<file path="src/hw/ssce_pkg.sv">
// Constants shared by the socket status-change event block.
package ssce_pkg;
    // Register window and data widths.
    localparam int ADDR_W = 8;
    localparam int DATA_W = 32;
    localparam int FLAG_W = 4;

    // Register offsets from the socket base address.
    localparam logic [7:0] OFS_EVENT_FLAGS = 8'h00;
    localparam logic [7:0] OFS_EVENT_ENABLE = 8'h04;

    // Field positions shared by flags and enables.
    localparam int BIT_CARD_STATUS = 0;
    localparam int BIT_DETECT1 = 1;
    localparam int BIT_DETECT2 = 2;
    localparam int BIT_POWER_CYCLE = 3;

    // Reset values.
    localparam logic [3:0] FLAGS_RESET = 4'h0;
    localparam logic [3:0] ENABLE_RESET = 4'h0;
    localparam logic [31:0] RDATA_RESET = 32'h0000_0000;
    localparam logic [27:0] RESERVED_ZERO = 28'h000_0000;

    // Line levels assumed before any sample: unpowered, no card, status low.
    localparam logic POWERED_IDLE = 1'b0;
    localparam logic DETECT_IDLE = 1'b1;
    localparam logic STATUS_IDLE = 1'b0;

    // Both insertion enable bits must be set; mixed codes are treated as off.
    localparam logic [1:0] INSERT_ENABLE_ON = 2'h3;
endpackage

</file>
<file path="src/hw/ssce_socket_events.sv">
// Socket status-change event flags, enables and interrupt request.
//
// Summary of operation
// - Bits 31..4 of both registers read zero.
// - Power state change sets flag 3; W1C.
// - Detect2 change sets flag 2; W1C.
// - Detect1 change sets flag 1; W1C.
// - CardBus card: flag 0 on status rise.
// - 16-bit card: flag 0 on both edges.
// - Write one clears flag; zero keeps it.
// - Force-event write sets matching flags.
// - PCI reset clears flags; may re-set after.
// - PME enabled: only global reset clears registers.
// - Interrupt when enabled flag set, interrupts on.
// - Enables gate interrupt only, never flag setting.
// - Enable 3 lets power event interrupt.
// - Insertion enable 11 on; 00 off; others reserved.
// - Enable 0 lets card status event interrupt.
// - Powered state is one while socket powered.
// - Detect2 changes ignored during card interrogation.
`timescale 1ns/10ps
`default_nettype none

module ssce_socket_events
    import ssce_pkg::*;
(
    // Clock and resets.
    input wire logic mclk,
    input wire logic rstn,
    input wire logic global_reset_n,
    input wire logic pci_reset_n,
    input wire logic pme_enable,

    // Register access at the socket base.
    input wire logic reg_wr,
    input wire logic reg_rd,
    input wire logic [ADDR_W-1:0] reg_addr,
    input wire logic [DATA_W-1:0] reg_wdata,
    output logic [DATA_W-1:0] reg_rdata,
    output logic reg_rvalid,

    // Software event injection from the force-event register.
    input wire logic force_event_wr,
    input wire logic [FLAG_W-1:0] force_event_bits,

    // Socket state as seen by the present-state logic.
    input wire logic socket_powered_state,
    input wire logic detect1_state,
    input wire logic detect2_state,
    input wire logic card_status_state,
    input wire logic cardbus_card,
    input wire logic interrogating,

    // Interrupt.
    input wire logic interrupt_enable,
    output logic status_change_interrupt
);

    logic [FLAG_W-1:0] event_flags;
    logic [FLAG_W-1:0] event_enable;
    logic prev_powered;
    logic prev_detect1;
    logic prev_detect2;
    logic prev_status;
    logic flag_clear;
    logic wr_flags;
    logic wr_enable;
    logic [FLAG_W-1:0] ev_detect;
    logic [FLAG_W-1:0] clr_bits;
    logic [FLAG_W-1:0] set_bits;
    logic [FLAG_W-1:0] enable_eff;
    logic irq_cond;

    // With PME on, the card-facing reset must not wipe wake events.
    assign flag_clear = !global_reset_n || (!pci_reset_n && !pme_enable);

    assign wr_flags = reg_wr && (reg_addr == OFS_EVENT_FLAGS);
    assign wr_enable = reg_wr && (reg_addr == OFS_EVENT_ENABLE);

    // The powered state is high while the socket is powered up.
    assign ev_detect[BIT_POWER_CYCLE] = socket_powered_state ^ prev_powered;
    assign ev_detect[BIT_DETECT2] = !interrogating && (detect2_state ^ prev_detect2);
    assign ev_detect[BIT_DETECT1] = detect1_state ^ prev_detect1;
    assign ev_detect[BIT_CARD_STATUS] = cardbus_card
        ? (card_status_state && !prev_status)
        : (card_status_state ^ prev_status);

    assign clr_bits = wr_flags ? reg_wdata[FLAG_W-1:0] : FLAGS_RESET;
    assign set_bits = ev_detect | (force_event_wr ? force_event_bits : FLAGS_RESET);

    assign enable_eff[BIT_POWER_CYCLE] = event_enable[BIT_POWER_CYCLE];
    assign enable_eff[BIT_DETECT2] = ({event_enable[BIT_DETECT2], event_enable[BIT_DETECT1]} == INSERT_ENABLE_ON);
    assign enable_eff[BIT_DETECT1] = ({event_enable[BIT_DETECT2], event_enable[BIT_DETECT1]} == INSERT_ENABLE_ON);
    assign enable_eff[BIT_CARD_STATUS] = event_enable[BIT_CARD_STATUS];
    assign irq_cond = interrupt_enable && |(event_flags & enable_eff);

    // Sampled line history. It returns to idle levels with the flags, so a
    // card still present after a reset raises its events again at once.
    always_ff @(posedge mclk)
    begin
        if (!rstn || flag_clear)
        begin
            prev_powered <= POWERED_IDLE;
            prev_detect1 <= DETECT_IDLE;
            prev_detect2 <= DETECT_IDLE;
            prev_status <= STATUS_IDLE;
        end
        else
        begin
            prev_powered <= socket_powered_state;
            prev_detect1 <= detect1_state;
            prev_status <= card_status_state;
            // Frozen during interrogation so a net change is seen afterwards.
            if (!interrogating)
            begin
                prev_detect2 <= detect2_state;
            end
        end
    end

    // Sticky flags: a new event in the clearing cycle wins over the clear.
    genvar gi;
    generate
        for (gi = 0; gi < FLAG_W; gi++)
        begin : g_flag
            always_ff @(posedge mclk)
            begin
                if (!rstn || flag_clear)
                begin
                    event_flags[gi] <= FLAGS_RESET[gi];
                end
                else
                begin
                    event_flags[gi] <= set_bits[gi] || (event_flags[gi] && !clr_bits[gi]);
                end
            end
        end
    endgenerate

    // Enable register.
    always_ff @(posedge mclk)
    begin
        if (!rstn || flag_clear)
        begin
            event_enable <= ENABLE_RESET;
        end
        else if (wr_enable)
        begin
            event_enable <= reg_wdata[FLAG_W-1:0];
        end
    end

    // Read port: data is registered and valid one cycle after the strobe.
    // Unmapped offsets read as zero.
    always_ff @(posedge mclk)
    begin
        if (!rstn)
        begin
            reg_rdata <= RDATA_RESET;
            reg_rvalid <= 1'b0;
        end
        else
        begin
            reg_rvalid <= reg_rd;
            if (reg_rd)
            begin
                unique case (reg_addr)
                    OFS_EVENT_FLAGS: reg_rdata <= {RESERVED_ZERO, event_flags};
                    OFS_EVENT_ENABLE: reg_rdata <= {RESERVED_ZERO, event_enable};
                    default: reg_rdata <= RDATA_RESET;
                endcase
            end
        end
    end

    // Interrupt request, one register stage after the flags.
    always_ff @(posedge mclk)
    begin
        if (!rstn)
        begin
            status_change_interrupt <= 1'b0;
        end
        else
        begin
            status_change_interrupt <= irq_cond;
        end
    end
endmodule // ssce_socket_events

`default_nettype wire

</file>
<file path="config.mk">
export PLATFORM = sky130hd
export DESIGN_NAME = ssce_socket_events
export DESIGN_NICKNAME = d
export VERILOG_FILES = /design/src/hw/ssce_pkg.sv /design/src/hw/ssce_socket_events.sv
export SDC_FILE = /design/constraint.sdc
export NUM_CORES = 1
export LEC_CHECK = 0
export BUFFER_PORTS_ARGS = -buffer_cell sky130_fd_sc_hd__buf_2
export CAP_MARGIN = 20
export CELL_PAD_IN_SITES_DETAIL_PLACEMENT = 1
export CELL_PAD_IN_SITES_GLOBAL_PLACEMENT = 1
export CORE_UTILIZATION = 24
export CTS_BUF_LIST = sky130_fd_sc_hd__clkbuf_16
export DETAILED_ROUTE_END_ITERATION = 8
export PLACE_DENSITY_LB_ADDON = 0.1
export RECOVER_POWER = 50
export SYNTH_ARGS = -nofsm -noshare
export SYNTH_HDL_FRONTEND = slang
export SYNTH_SLANG_ARGS = --single-unit
</file>
<file path="constraint.sdc">
create_clock -name mclk -period 1.6 [get_ports mclk]
set_input_delay 0.08 -clock mclk [delete_from_list [all_inputs] [get_ports mclk]]
set_output_delay 0.08 -clock mclk [all_outputs]
set_load 0.01 [all_outputs]
</file>
---- Word level (Yosys, flattened, before mapping) ----
Cells that the tools add are included.
storage, ports and cells
  register bits after elaboration ......... 46
  input bits .............................. 59
  output and inout bits ................... 34
  logic and storage cells ................. 52
operators by class
  equal/unequal tests ..................... 2
  muxes and demuxes ....................... 4
  bitwise logic cells ..................... 6
  reduce and logical (&&, ||, !) cells .... 28
operators with widths
  operator            number
  $logic_and 1x1->1   10
  $logic_not 1->1     10
  $eq 8x3->1 const B  1
  $logic_not 8->1     1
  $mux 4              2
  $pmux 4 s2          1
  $logic_or 1x1->1    6
  $and 4x4->4         1
  $or 4x4->4          1
  $reduce_or 4->1     1
  $xor 1x1->1         4
  $eq 2x2->1 const B  1
  $mux 1              1

---- Logic depth before layout (Yosys ltp) ----
  word-level depth ........................ 6
  depth in mapped cells ................... 5
  mapped depth without buffers ............ 5

---- Least setup slack after synthesis ----
Ideal clock, no wire load.
  kind .................................... input port to flip-flop
  start point ............................. input reg_addr[5]
  end point ............................... register event_flags[0]
  setup time .............................. 132 ps
  arrival time ............................ 1,044 ps
  required time ........................... 1,468 ps
  setup slack ............................. 424 ps
  cell stages on the path ................. 4
  path buffers ............................ 1
  path through ............................ or4_1 -> buf_2 -> o31ai_1 -> a21oi_1
between the ends
  longest elaborated chain between the ends .. 6
ends and longest elaborated chain
  item                           line                       source
  start, declared                ssce_socket_events.sv:37   input wire logic [ADDR_W-1:0] reg_addr,
  $logic_not 8->1                ssce_socket_events.sv:77   assign wr_flags = reg_wr && (reg_addr == OFS_EVENT_FLAGS);
  $logic_and 1x1->1              ssce_socket_events.sv:77
  $mux 4                         ssce_socket_events.sv:88   assign clr_bits = wr_flags ? reg_wdata[FLAG_W-1:0] : FLAGS_RESET;
  $logic_not 1->1                ssce_socket_events.sv:134  event_flags[gi] <= set_bits[gi] || (event_flags[gi] && !clr_bits[gi]);
  $logic_and 1x1->1              ssce_socket_events.sv:134
  $logic_or 1x1->1               ssce_socket_events.sv:134
  end signal, assigned by index  ssce_socket_events.sv:130  event_flags[gi] <= FLAGS_RESET[gi];
  end signal, assigned by index  ssce_socket_events.sv:134
  end, declared                  ssce_socket_events.sv:59   logic [FLAG_W-1:0] event_flags;
Every way passes these cells.
A chain may end at the register's enable or synchronous reset.

---- Worst setup path after layout ----
  start point ............................. input reg_addr[5]
  end point ............................... register event_flags[3]
The elaborated chain is that of the path after synthesis.

==> flow_metrics.tcl <==
set metrics [dict create \
    outcome "completed" \
    cp_num_buf_inv 1 \
    cellPowerDensity_mw_per_mm2 915 \
    cts_tree "done" \
    critical_path.max_stage_delay_ns 0.69 \
    clk_pin_slew_ns 0.05 \
    grtUsageTotal_pct 12.0 \
    synth_top_area_cell "dfxtp_1" \
    grt_pass1_vias 904 \
    cts_setup_buffers 0 \
    fp-row-count 23 \
    num_vias 917 \
    synth.most_common_cell "buf_4" \
    rsz0062_at_grt "no" \
    switching_power_mw 0.277 \
    detailed_place.area_mm2 0.00117 \
    drt-pass1-iter-count 4 \
    p_leak_nw 0.518 \
    grt_remaining_overflow 0 \
    multi_input_area_um2 519 \
    drt-initial-drc-count 14 \
    wl_per_cell_um 11.9 \
    fin_crit_sh_pct 73.4 \
    final-max-slew-violation-count 0 \
    hold_buffers 0 \
    path_delay_family "simple AND/OR/NAND/NOR gates" \
    fin_nets 221 \
    cp-end-kind "flop" \
    cts_buffers 3 \
    fp.dieW_um 67.3 \
    grt_max_degree 13 \
    hold_violations 0 \
    ant_nets 0 \
    cts-root-buf "clkbuf_16" \
    clock_sink_count 18 \
    whs_ns 0.0442 \
    dieHeight_um 67.3 \
    synth-seq-cells 18 \
    cap_violations 0 \
    intPower_mw 0.851 \
    cts_resized 0 \
    drive_gt1_share_pct 23.1 \
    clk_latency_ns 0.25 \
    ys.flop_type "dfxtp_1" \
    seqCellArea_um2 360 \
    syn_area_per_cell_um2 8.40 \
    syn_area_mm2 0.00102 \
    wl_mm 2.49 \
    power.share.clock_pct 45.0 \
    die_area_mm2 0.00454 \
    power_frac_comb_pct 13.1 \
    setup.worst_path.class "input port to flop" \
    initial_core_util_pct 25.3 \
    crit_chain "buf_2, or4_1, o31ai_1, a21oi_1" \
    critPathArrivalTime_ns 1.29 \
    async_flop_share_pct 0 \
    fin_area_mm2 0.00123 \
    hp-class "input port to flop" \
    yosysWarnings 0 \
    antenna_found_initial 0 \
    required_ns 1.71 \
    gp_congestion 0.711 \
    drc 0 \
    core-area_mm2 0.00406 \
    ios 93 \
    htreeDepth 1 \
    crit_slowest_cell "or4_1" \
    n_fill_cell 522 \
    start_kind "input port" \
    synth_cell_types 30 \
    viasPerCell 4.37 \
    fmax_mhz 851 \
    grt_pass1_wl_mm 4.00 \
    synth_cells 122 \
    place.port_buffers 36 \
    diodes 0 \
    synthTopCellsByCount "buf_4 (28), dfxtp_1 (18), a21oi_1 (11)" \
    seqPwrFrac_pct 41.9 \
    min_period_ns 1.17 \
    synth.top_cell.area_share_pct 35.2 \
    hpwl_mm 2.04 \
    ir_worst_vdd_mv 0.446 \
    synth_edf_count 0 \
    setup_viol 0 \
    area_growth_pct 20.4 \
    sw_frac_of_total_pct 24.6 \
    tightest_slew_ns 0.552 \
    relSlewSlack_pct 63.2 \
    cts_buffer_depth 2 \
    skew_ns 0.00141 \
    ys_seq_area_share_pct 35.2 \
    crit_path_max_fanout 8 \
    r2r_slack_ns 0.47 \
    setup_tns_ns 0 \
    synthTopCellsByArea "dfxtp_1 (35%), buf_4 (21%), o31ai_1 (5.9%), a21oi_1 (5.4%), nand3_1 (3.9%)" \
]
## layer usage
metal,vias up,wire [um],track usage [%],part of all wire [%]
met2,30,1350,22.9,54
li1,458,-,-,-
met3,2,152,4.56,6.1
met5,-,0,0,0
met4,0,8,2.39,0.32
met1,427,980,12.1,39
## power groups by stage
stage | registers, mW | clock network, mW | logic [mW]
after global routing | 0.475 | 0.542 | 0.167
after floorplan | 0.483 | 0 | 0.130
final | 0.473 | 0.508 | 0.148
after detailed placement | 0.482 | 0 | 0.152
after global placement | 0.482 | 0 | 0.147
after CTS | 0.473 | 0.526 | 0.152
## layout make-up
class,count,area share (%)
tap,50,5.07
multi-input combinational,94,42.1
sequential,18,29.2
clock inverter,1,0.304
clock buffer,3,6.09
timing repair buffer,40,16.0
inverter,4,1.22
## cell families after synthesis
group	synth area share (%)
and+or+nand+nor	16.2
AOI/OAI and AO/OA	20.4
buffers and inverters	24.1
other	0.366
xor gates and xnor gates	2.56
adders and majority gates	1.22
DFF	35.2
## cells in the final DEF (no fill, tap or decap)
| cell type | instances |
|---|---|
| o31ai_1 | 8 |
| ha_1 | 1 |
| clkinv_1 | 1 |
| or4b_1 | 1 |
| nand2_1 | 5 |
| nor4b_2 | 1 |
| buf_4 | 3 |
| o21ai_0 | 4 |
| clkbuf_16 | 3 |
| dfxtp_1 | 18 |
| xnor2_1 | 1 |
| o211ai_1 | 2 |
| xor2_1 | 2 |
| nor2_1 | 3 |
| a22oi_1 | 1 |
| nand3_1 | 8 |
| a221oi_1 | 1 |
| clkbuf_1 | 8 |
| a2bb2oi_1 | 1 |
| a21oi_1 | 11 |
| inv_1 | 4 |
| buf_2 | 29 |
| a31oi_1 | 4 |
| or4_1 | 2 |
| nor2b_1 | 1 |
| nor4_1 | 2 |
| or2_2 | 1 |
| conb_1 | 28 |
| nand4_1 | 4 |
| a211o_1 | 1 |
| and2_1 | 1 |
## path summary, 6_finish.rpt
kind / depth (start not counted) / end / start
max: 4 / event_flags[3]$_SDFF_PP0_ / reg_addr[5]
min: 2 / prev_detect1$_SDFF_PP1_ / detect1_state
max reg2reg: 5 / event_flags[0]$_SDFF_PP0_ / prev_status$_SDFF_PP0_
min reg2reg: 1 / prev_detect2$_SDFFE_PP1N_ / prev_detect2$_SDFFE_PP1N_
## per-stage QoR
step | setup WS (ns) | utilization [%] | instances | power [mW]
5_1_grt | 0.346 | 30.4 | 210 | 1.18
3_5_place_dp | 0.179 | 28.8 | 206 | 0.634
6_report | 0.425 | 30.4 | 210 | 1.13
4_1_cts | 0.437 | 30.7 | 210 | 1.15
2_1_floorplan | 0.424 | - | 149 | 0.613
3_3_place_gp | 0.190 | 28.8 | 206 | 0.628
## state kept, by name, summed over array words and instances, names as in the netlist
register	count
prev_powered	1
prev_status	1
event_enable	4
status_change_interrupt	1
prev_detect2	1
reg_rvalid	1
prev_detect1	1
event_flags	4
reg_rdata	4
(Power assumes the default switching activity.)
